--- src/srw_pkg.sv ---
// Purpose: constants for the system reset and ram wait block
// Assumes: 50 MHz system clock
// Notes: register offset is the byte address on the plain register port
package srw_pkg;
    // ------------------------------------------------------------
    // clock and timing
    // ------------------------------------------------------------
    localparam int unsigned CLK_HZ = 50_000_000;
    localparam int unsigned STRETCH_US = 400;
    localparam int unsigned STRETCH_CYCLES = (CLK_HZ / 1_000_000) * STRETCH_US;
    localparam int unsigned PIN_LOW_MIN_CYCLES = 12;
    localparam int unsigned REG_SETTLE_US = 200;

    // ------------------------------------------------------------
    // register map
    // ------------------------------------------------------------
    localparam logic [31:0] RAM_WAIT_STATE_CONTROL_ADDR = 32'h41FF_F058;
    localparam logic [31:0] PLL_SELECT_REGISTER_ADDR = 32'h400F_400C;
    localparam logic [31:0] RESET_CAUSE_ADDR = 32'h41FF_F05C;
    localparam logic [31:0] SECURITY_ADDR = 32'h41FF_F060;
    localparam int unsigned RAM_EXTRA_WAIT_POS = 0;
    localparam logic RAM_EXTRA_WAIT_RESET = 1'b1;
    localparam logic PLL_ENABLE_RESET = 1'b0;

    // ------------------------------------------------------------
    // boot vectors and slow ram region
    // ------------------------------------------------------------
    localparam logic [31:0] STACK_VECTOR_ADDR = 32'h0000_0000;
    localparam logic [31:0] RESET_VECTOR_ADDR = 32'h0000_0004;
    localparam logic [31:0] SLOW_RAM_LO = 32'h2000_4000;
    localparam logic [31:0] SLOW_RAM_HI = 32'h2000_FFFF;

    typedef enum logic [2:0] {
        SRW_RESET, SRW_STRETCH, SRW_FETCH_SP, SRW_FETCH_PC, SRW_RUN
    } srw_state_type;
endpackage

--- src/srw_top.sv ---
// Purpose: reset collection, stretch, boot vector fetch and ram wait bit
// Assumes: pin input already synchronous; one clock
// Notes: cold reset is the first pin release after power-up
//
// The address-and-strobe port was decided locally.
`timescale 1ns/10ps
`default_nettype none
// What this block does
// RL1 - pin, watchdog or core request resets system
// RL2 - no core reset request in slow mode
// RL3 - pin held low 200 us at power-up; not checked here, the stretch starts at the first pin release
// RL4 - internal reset stretched 400 us after release
// RL5 - warm reset pin low at least 12 clocks; the block resets on a pin low of any length
// RL6 - warm reset restores most control registers
// RL7 - debug, cause flag, security: cold only
// RL8 - pll off after reset until enabled
// RL9 - stack pointer word 0, handler word 4
// RL10 - core starts at fetched reset handler
// RL11 - upper ram one wait until cleared
// RL12 - bit 0 selects wait, resets one
// RL13 - ram contents undefined across reset
// RL14 - synchronise pin release, derive stretch length
module srw_top #(
    parameter int unsigned STRETCH = srw_pkg::STRETCH_CYCLES
) (
    // clock and power-on reset
    input wire logic clk_sys,
    input wire logic rst,
    // reset sources
    input wire logic external_reset_pin_low,
    input wire logic watchdog_reset_source,
    input wire logic core_software_reset_request,
    input wire logic slow_clock_mode,
    // register port
    input wire logic [31:0] reg_addr,
    input wire logic [31:0] reg_wdata,
    input wire logic reg_wr,
    input wire logic reg_rd,
    output logic [31:0] reg_rdata,
    // core boot interface
    output logic sys_reset,
    output logic cold_reset,
    output logic core_hold,
    output logic vec_rd,
    output logic [31:0] vec_addr,
    input wire logic [31:0] vec_data,
    output logic [31:0] core_sp,
    output logic [31:0] core_pc,
    output logic core_start,
    // control outputs
    output logic pll_enable,
    output logic debug_units_reset,
    output logic ram_contents_valid,
    // ram access wait decision
    input wire logic [31:0] ram_addr,
    output logic ram_wait
);
    import srw_pkg::*;

    // ------------------------------------------------------------
    // parameter check
    // ------------------------------------------------------------
    // stretch counter is 24 bits; a longer stretch would wrap
    if (STRETCH < 1 || STRETCH > 32'h00FF_FFFF) begin : g_bad_stretch
        $error("srw_top: STRETCH out of range");
    end

    // ------------------------------------------------------------
    // reset sources and pin synchroniser
    // ------------------------------------------------------------
    logic pin_s1_q, pin_s2_q;
    logic req_q;
    logic src_reset;

    // pin treated as async to internal logic despite synchronous input
    // reset value is the asserted level: no false release after rst
    always_ff @(posedge clk_sys) begin
        if (rst) begin
            pin_s1_q <= 1'b0;
            pin_s2_q <= 1'b0;
        end else begin
            pin_s1_q <= external_reset_pin_low; // RL14
            pin_s2_q <= pin_s1_q; // RL14
        end
    end

    // core request in slow mode is ignored; software must not do it
    always_ff @(posedge clk_sys) begin
        if (rst) begin
            req_q <= 1'b0;
        end else begin
            req_q <= core_software_reset_request & ~slow_clock_mode; // RL2
        end
    end

    // watchdog is a level from this clock domain; no synchroniser
    assign src_reset = ~pin_s2_q | watchdog_reset_source | req_q; // RL1

    // ------------------------------------------------------------
    // sequencer: stretch then vector fetch
    // ------------------------------------------------------------
    srw_state_type state_q, state_d;
    logic [23:0] cnt_q;
    logic cold_q;
    logic [31:0] sp_q, pc_q;

    always_comb begin
        state_d = state_q;
        case (state_q)
            SRW_RESET: begin
                if (!src_reset) begin
                    state_d = SRW_STRETCH;
                end
            end
            SRW_STRETCH: begin
                if (cnt_q == 24'(STRETCH - 1)) begin
                    state_d = SRW_FETCH_SP; // RL4
                end
            end
            SRW_FETCH_SP: state_d = SRW_FETCH_PC;
            SRW_FETCH_PC: state_d = SRW_RUN;
            SRW_RUN: state_d = SRW_RUN;
            default: state_d = SRW_RESET;
        endcase
        if (src_reset) begin
            state_d = SRW_RESET; // RL1
        end
    end

    always_ff @(posedge clk_sys) begin
        if (rst) begin
            state_q <= SRW_RESET;
        end else begin
            state_q <= state_d;
        end
    end

    // stretch counter restarts on every new reset
    always_ff @(posedge clk_sys) begin
        if (rst || state_q != SRW_STRETCH) begin
            cnt_q <= 24'h00_0000;
        end else begin
            cnt_q <= cnt_q + 24'h00_0001; // RL4 RL14
        end
    end

    // cold flag only cleared once the first reset completes
    // a reset cutting the first boot short still counts as cold
    always_ff @(posedge clk_sys) begin
        if (rst) begin
            cold_q <= 1'b1;
        end else if (state_q == SRW_RUN) begin
            cold_q <= 1'b0; // RL7
        end
    end

    // vector words captured one cycle after each read
    logic fetch_d1_q;
    logic fetch_pc_d1_q;
    always_ff @(posedge clk_sys) begin
        if (rst) begin
            fetch_d1_q <= 1'b0;
            fetch_pc_d1_q <= 1'b0;
        end else begin
            fetch_d1_q <= (state_q == SRW_FETCH_SP);
            fetch_pc_d1_q <= (state_q == SRW_FETCH_PC);
        end
    end

    always_ff @(posedge clk_sys) begin
        if (rst) begin
            sp_q <= 32'h0000_0000;
            pc_q <= 32'h0000_0000;
        end else begin
            if (fetch_d1_q) begin
                sp_q <= vec_data; // RL9
            end
            if (fetch_pc_d1_q) begin
                pc_q <= vec_data; // RL9 RL10
            end
        end
    end

    // ------------------------------------------------------------
    // register address decode, shared by write and read paths
    // ------------------------------------------------------------
    function automatic logic [3:0] reg_sel(input logic [31:0] addr);
        logic [3:0] sel;
        sel[0] = (addr == RAM_WAIT_STATE_CONTROL_ADDR);
        sel[1] = (addr == PLL_SELECT_REGISTER_ADDR);
        sel[2] = (addr == RESET_CAUSE_ADDR);
        sel[3] = (addr == SECURITY_ADDR);
        return sel;
    endfunction

    logic [3:0] wr_sel;
    // strobe gates the decode so an idle address never writes
    assign wr_sel = reg_wr ? reg_sel(reg_addr) : 4'h0;

    // no start pulse if a reset cuts the fetch short
    logic start_q;
    always_ff @(posedge clk_sys) begin
        if (rst) begin
            start_q <= 1'b0;
        end else begin
            start_q <= fetch_pc_d1_q & (state_q == SRW_RUN); // RL10
        end
    end

    // ------------------------------------------------------------
    // registers: warm-reset class and cold-only class
    // ------------------------------------------------------------
    logic warm_rst;
    logic ram_wait_q, pll_en_q, cause_q, secure_q;
    logic running_q;
    // core is held through the stretch, so no write may land there
    assign warm_rst = rst | sys_reset;

    always_ff @(posedge clk_sys) begin
        if (warm_rst) begin
            ram_wait_q <= RAM_EXTRA_WAIT_RESET; // RL6 RL11 RL12
            pll_en_q <= PLL_ENABLE_RESET; // RL6 RL8
        end else begin
            if (wr_sel[0]) begin
                ram_wait_q <= reg_wdata[RAM_EXTRA_WAIT_POS]; // RL12
            end
            if (wr_sel[1]) begin
                pll_en_q <= reg_wdata[0]; // RL8
            end
        end
    end

    // cause flag: set by any warm reset, cleared by writing 1
    always_ff @(posedge clk_sys) begin
        if (rst) begin
            cause_q <= 1'b0;
            secure_q <= 1'b0;
        end else begin
            if (state_q == SRW_RESET && !cold_q) begin
                cause_q <= 1'b1; // RL7
            end else if (wr_sel[2] && reg_wdata[0]) begin
                // set wins over a clear in the same cycle
                cause_q <= 1'b0;
            end
            // security bit is write-once until cold reset
            if (wr_sel[3] && reg_wdata[0]) begin
                secure_q <= 1'b1; // RL7
            end
        end
    end

    // ram marked invalid across every reset
    always_ff @(posedge clk_sys) begin
        if (warm_rst) begin
            running_q <= 1'b0; // RL13
        end else if (state_q == SRW_RUN) begin
            running_q <= 1'b1;
        end
    end

    // read word stands one cycle only, then returns to zero
    always_ff @(posedge clk_sys) begin
        if (rst) begin
            reg_rdata <= 32'h0000_0000;
        end else if (reg_rd) begin
            case (reg_sel(reg_addr))
                4'h1:
                    reg_rdata <= {31'h0000_0000, ram_wait_q}; // RL12
                4'h2:
                    reg_rdata <= {31'h0000_0000, pll_en_q};
                4'h4:
                    reg_rdata <= {31'h0000_0000, cause_q};
                4'h8:
                    reg_rdata <= {31'h0000_0000, secure_q};
                default: reg_rdata <= 32'h0000_0000;
            endcase
        end else begin
            reg_rdata <= 32'h0000_0000;
        end
    end

    // ------------------------------------------------------------
    // outputs
    // ------------------------------------------------------------
    // the chip sees reset through the whole stretch
    assign sys_reset = (state_q == SRW_RESET) || (state_q == SRW_STRETCH);
    assign cold_reset = cold_q & sys_reset;
    assign debug_units_reset = cold_q & sys_reset; // RL7
    // hold drops in the cycle of the start pulse
    assign core_hold = (state_q != SRW_RUN) | fetch_pc_d1_q;
    assign vec_rd = (state_q == SRW_FETCH_SP) || (state_q == SRW_FETCH_PC);
    assign vec_addr = (state_q == SRW_FETCH_PC) ? RESET_VECTOR_ADDR
                                                : STACK_VECTOR_ADDR; // RL9
    assign core_sp = sp_q;
    assign core_pc = pc_q;
    assign core_start = start_q;
    assign pll_enable = pll_en_q;
    assign ram_contents_valid = running_q;
    // range test is combinational: the memory needs it in the access cycle
    assign ram_wait = ram_wait_q && (ram_addr >= SLOW_RAM_LO)
                      && (ram_addr <= SLOW_RAM_HI); // RL11
endmodule // srw_top
`default_nettype wire

--- config.mk ---
export PLATFORM = sky130hd
export DESIGN_NAME = srw_top
export DESIGN_NICKNAME = d
export VERILOG_FILES = /design/src/srw_pkg.sv /design/src/srw_top.sv
export SDC_FILE = /design/constraint.sdc
export NUM_CORES = 1
export LEC_CHECK = 0
export BUFFER_PORTS_ARGS = -buffer_cell sky130_fd_sc_hd__buf_2
export CAP_MARGIN = 20
export CORE_MARGIN = 2
export CORE_UTILIZATION = 40
export DETAILED_ROUTE_END_ITERATION = 10
export PLACE_DENSITY = 0.78
export SYNTH_ARGS = -nofsm -noshare
export SYNTH_HDL_FRONTEND = slang
export SYNTH_SLANG_ARGS = --single-unit
--- constraint.sdc ---
create_clock -name clk_sys -period 2.3 [get_ports clk_sys]
set_input_delay 0.115 -clock clk_sys [delete_from_list [all_inputs] [get_ports clk_sys]]
set_output_delay 0.115 -clock clk_sys [all_outputs]
set_load 0.02 [all_outputs]
Yosys cells after proc, flatten, opt, wreduce, memory -nomap -nowiden
Index checks and enable logic that the tools add are counted.
W data, S select, Z words.
{"block": "totals", "reg_bits": 135, "in_bits": 136, "out_inout_bits": 137, "elab_cells": 67}
{"block": "classes", "n_addsub": 1, "magnitude_cmp": 2, "eq_ne": 16, "n_mux": 7, "n_bitwise": 10, "n_reduce_logical": 14}
{"op": "$eq A32 B31 Y1 const B", "count": 4}
{"op": "$ge A32 B30 Y1 const B", "count": 1}
{"op": "$le A32 B30 Y1 const B", "count": 1}
{"op": "$add A24 B1 Y24 const B", "count": 1}
{"op": "$eq A24 B15 Y1 const B", "count": 1}
{"op": "$pmux W3 S4", "count": 1}
{"op": "$eq A3 B2 Y1 const B", "count": 2}
{"op": "$mux W3", "count": 2}
{"op": "$reduce_or A2 Y1", "count": 3}
{"op": "$logic_and A1 B1 Y1", "count": 5}
{"op": "$eq A4 B1 Y1 const B", "count": 1}
{"op": "$eq A4 B2 Y1 const B", "count": 1}
{"op": "$eq A4 B3 Y1 const B", "count": 1}
{"op": "$eq A4 B4 Y1 const B", "count": 1}
{"op": "$mux W4", "count": 1}
{"op": "$or A1 B1 Y1", "count": 4}
{"op": "$pmux W1 S4", "count": 1}
{"op": "$and A1 B1 Y1", "count": 3}
{"op": "$eq A3 B1 Y1 const B", "count": 1}
{"op": "$eq A3 B3 Y1 const B", "count": 1}
{"op": "$logic_not A3 Y1", "count": 1}
{"op": "$logic_or A1 B1 Y1", "count": 3}
{"op": "$ne A3 B1 Y1 const B", "count": 1}
{"op": "$ne A3 B3 Y1 const B", "count": 1}
{"op": "other kinds (5)", "count": 8}

Longest topological paths before layout
{"block": "logic_depth", "ltp_word": 5, "depth_mapped": 6, "mapped_depth_nobuf": 5}

Least setup slack after synthesis
OpenSTA, ideal clock, no wires.
{"block": "synth_timing", "path_type": "register to register", "startpoint": "reg cnt_q[0]", "endpoint": "reg cnt_q[18]", "setup_ns": 0.070, "t_arrival_ns": 1.524, "t_required_ns": 2.230, "path_slack_ns": 0.706, "stages_incl_launch_ff": 7, "path_buffers": 1, "period_less_slack_ns": 1.594, "cell_sequence": "dfxtp_1 > ha_1 > and4_1 > buf_2 > nand4_1 > or3_1 > a21oi_1"}
{"block": "synth_between", "elab_chain_len": 1}
{"item": "start, declared", "line": "srw_top.sv:103", "text": "logic [23:0] cnt_q;"}
{"item": "start signal, assigned", "line": "srw_top.sv:143", "text": "cnt_q <= cnt_q + 24'h00_0001;"}
{"item": "$add A24 B1 Y24", "line": "srw_top.sv:143"}
Every way passes these cells.
A chain may end at the register's enable or synchronous reset.

Worst setup path after layout
{"block": "layout_timing", "startpoint": "reg cnt_q[0]", "endpoint": "reg cnt_q[22]"}
Same word-level chain as after synthesis.

==> results.yml <==
floorplanning:
  ios: 273
  die-area_um2: 12500
  die_h_um: 112
  die_w_um: 112
  coreArea_um2: 11400
  rows: 39
  initial_utilization_pct: 40.9
synthesis:
  synth_seq_cells: 104
  yosys_warnings: 0
  synth_top_area_cell: "dfxtp_1"
  synth_area_um2: 4650
  ys_types: 51
  ys.flop_type: "dfxtp_1"
  synth-edff-count: 0
  yosysSeqAreaShare_pct: 44.8
  yosys-top-cells-area: "dfxtp_1 45%, mux2i_1 14%, buf_4 10%"
  avgSynthCellArea_um2: 9.46
  ys_async_sr_fraction_pct: 0
  syn_inst: 491
  synth_top_area_share_pct: 44.8
global_route:
  antenna_found_initial: 0
  use_met1_pct: 18.6
  grt_overflow: 0
  grt_use_met2_pct: 27.2
  use_met3_pct: 5.39
  grt_pass1_wl_um: 16500
  grt_max_degree: 62
  busiest_layer: "met2"
  grt_usage_pct: 15.8
  grt_pass1_vias: 3673
cts:
  numCtsBuffers: 9
  cts_sinks: 104
  cts.path.max_buffers: 2
  cts_setup_buffers: 0
  htree_levels: 3
  clkTransAtPathRegs_ps: 80
  tritoncts: "done"
  clockRootBuffer: "clkbuf_16"
  ctsResizeCount: 0
  clkLatencyLatePin_ps: 350
outcome:
  status: "completed"
hold_path:
  hp-class: "primary input to register"
  whs_path_depth: 3
routing:
  totalWireLength_um: 10000
  drt_iter0_drc: 120
  via_per_inst: 4.76
  via_count: 3815
  drtPass1Iterations: 4
  drc: 0
  detail-route-antenna-nets: 0
  wl_per_cell_um: 12.5
pwr:
  power.leakage_uw: 0.00242
  power_uw: 3560
  power-per-cell-area_nw_per_um2: 624
  ir_drop_v: 0.000329
critical_path:
  required_ps: 2570
  path_buf_inv: 0
  cpPeakStageDelay_ps: 430
  critPathTopFamily: "simple AND/OR/NAND/NOR gates"
  arrival_ps: 2000
  crit_fanout: 8
  path_class: "register to register"
  cp.depth: 5
  cp_slowest_cell: "or3_1"
  cp-end-kind: "register"
  start_kind: "register"
  worst_r2r_path_depth: 5
  path_cells: "ha_1 > and4_1 > nand4_1 > or3_1 > a21oi_1"
sta:
  clock.fmax_ghz: 0.578
  slew_viol_final: 0
  relSlewSlack_pct: 50.1
  post-route-period-util_pct: 75.2
  rsz0062_at_grt: "false"
  period_minus_slack_ps: 1730
  finalHoldViolCount: 0
  skew_ps: 6.60
  setup_viol: 0
  setup_ws_ps: 570
  fin_tns_setup_ps: 0
  max_slew.worst_pin.slew_ps: 738
final_layout:
  syn_to_final_growth_pct: 22.8
  post-route-util_pct: 50.2
  final_cells: 802
  final_nets: 791
  drive_above_1_share_pct: 30.5
  diodes: 0
flow_run:
  maxCapViolations: 0
placement:
  place_congestion: 0.894
  dpl.cell_count: 784
  dpl.hpwl_um: 7530
  io_buffers: 165
  pre_cts_slack_ps: 607
[layout make-up]
cell class,instances,area [um2]
Tap cell,143,179
Clock buffer,9,225
Multi-Input combinational cell,361,2210
Timing Repair Buffer,173,903
Fill cell,1100,5660
Clock inverter,7,80.1
Sequential cell,104,2080
Inverter,5,18.8
[final timing paths]
check                 startpoint                 endpoint  slack (ps)
max          cnt_q[0]$_SDFF_PP0_     cnt_q[22]$_SDFF_PP0_         570
min                  vec_data[9]  core_sp[9]$_SDFFE_PP0P_          20
max reg2reg  cnt_q[0]$_SDFF_PP0_     cnt_q[22]$_SDFF_PP0_         570
min reg2reg  pin_s1_q$_SDFF_PP0_      pin_s2_q$_SDFF_PP0_         450
[layout by cell type (no fill, tap or decap), types with 3 or more instances in the layout]
cell type | synthesis | final
nor4b_1 | 11 | 11
or4_1 | 3 | 3
nand4_1 | 11 | 11
buf_2 | 6 | 165
conb_1 | 1 | 62
and2_1 | 3 | 3
nand3_1 | 11 | 11
o21ai_0 | 6 | 6
nor2b_1 | 5 | 5
nor4_1 | 10 | 10
nand2_1 | 14 | 14
nor3b_1 | 3 | 3
nor3_1 | 5 | 5
xnor2_1 | 5 | 5
clkbuf_16 | 0 | 9
inv_1 | 5 | 5
mux2i_1 | 65 | 65
and4_1 | 6 | 6
xor2_1 | 7 | 7
nor2_1 | 85 | 85
buf_4 | 63 | 5
or3_1 | 5 | 5
dfxtp_1 | 104 | 102
a21oi_1 | 11 | 11
[cell usage after synthesis, types with 2 or more instances]
cell	n
dfxtp_1	104
nor2_1	85
mux2i_1	65
buf_4	63
nand2_1	14
clkbuf_1	12
a21oi_1	11
nand3_1	11
nand4_1	11
nor4b_1	11
nor4_1	10
xor2_1	7
and4_1	6
buf_2	6
o21ai_0	6
inv_1	5
nor2b_1	5
nor3_1	5
or3_1	5
xnor2_1	5
and2_1	3
nor3b_1	3
or4_1	3
a21boi_0	2
a21o_1	2
and3_2	2
nand3b_1	2
o21a_1	2
o31ai_1	2
o41ai_1	2
[timing repair]
action                                 CTS  global route
endpoints found under the hold margin    2             0
setup endpoints to repair                0             0
hold buffers                             2             0
[worst register-to-register path: stages, from the launching register on]
cell and delay, ps:
dfxtp_1 370, ha_1 220, and4_1 240, nand4_1 260, or3_1 430, a21oi_1 140
[kinds of logic (layout without fill, tap and decap cells)]
kind of cell,after synthesis,after routing,synth area share (%)
other,1,62,0.0807
adder cells (fa/ha/maj),1,1,0.269
multiplexers,66,66,14.2
XOR/XNOR,12,12,2.26
buffers and inverters,87,194,12.4
AO/OA/AOI/OAI,33,33,4.58
flip-flops,104,104,44.8
AND/OR/NAND/NOR,187,187,21.3
[stage by stage]
stage               hold slack, ps  area (um2)
global placement               299        5380
CTS                           4.93        5710
global route                  21.3        5710
finish                        15.4        5710
floorplan                      191        4870
detailed placement             301        5380
[metal layers]
layer | routed length, um | vias up
met2 | 4770 | 167
li1 | - | 1911
met4 | 158 | 0
met1 | 4230 | 1721
met5 | 0 | -
met3 | 833 | 16
[registers in the layout, indices dropped and copies added, names as in the netlist]
register	cells
core_sp	32
fetch_d1_q	1
ram_wait_q	1
ram_contents_valid	1
pll_enable	1
fetch_pc_d1_q	1
core_start	1
pin_s2_q	1
reg_rdata	1
req_q	1
cause_q	1
core_pc	32
state_q	3
cnt_q	24
pin_s1_q	1
cold_q	1
secure_q	1
[power breakdown]
group,switching (uW),total (uW),internal (uW)
Sequential,1.13,1800,1800
Combinational,154,225,71.0
Clock,752,1530,782
Total,907,3560,2650
Note: power is estimated with default switching activity, not from simulation.
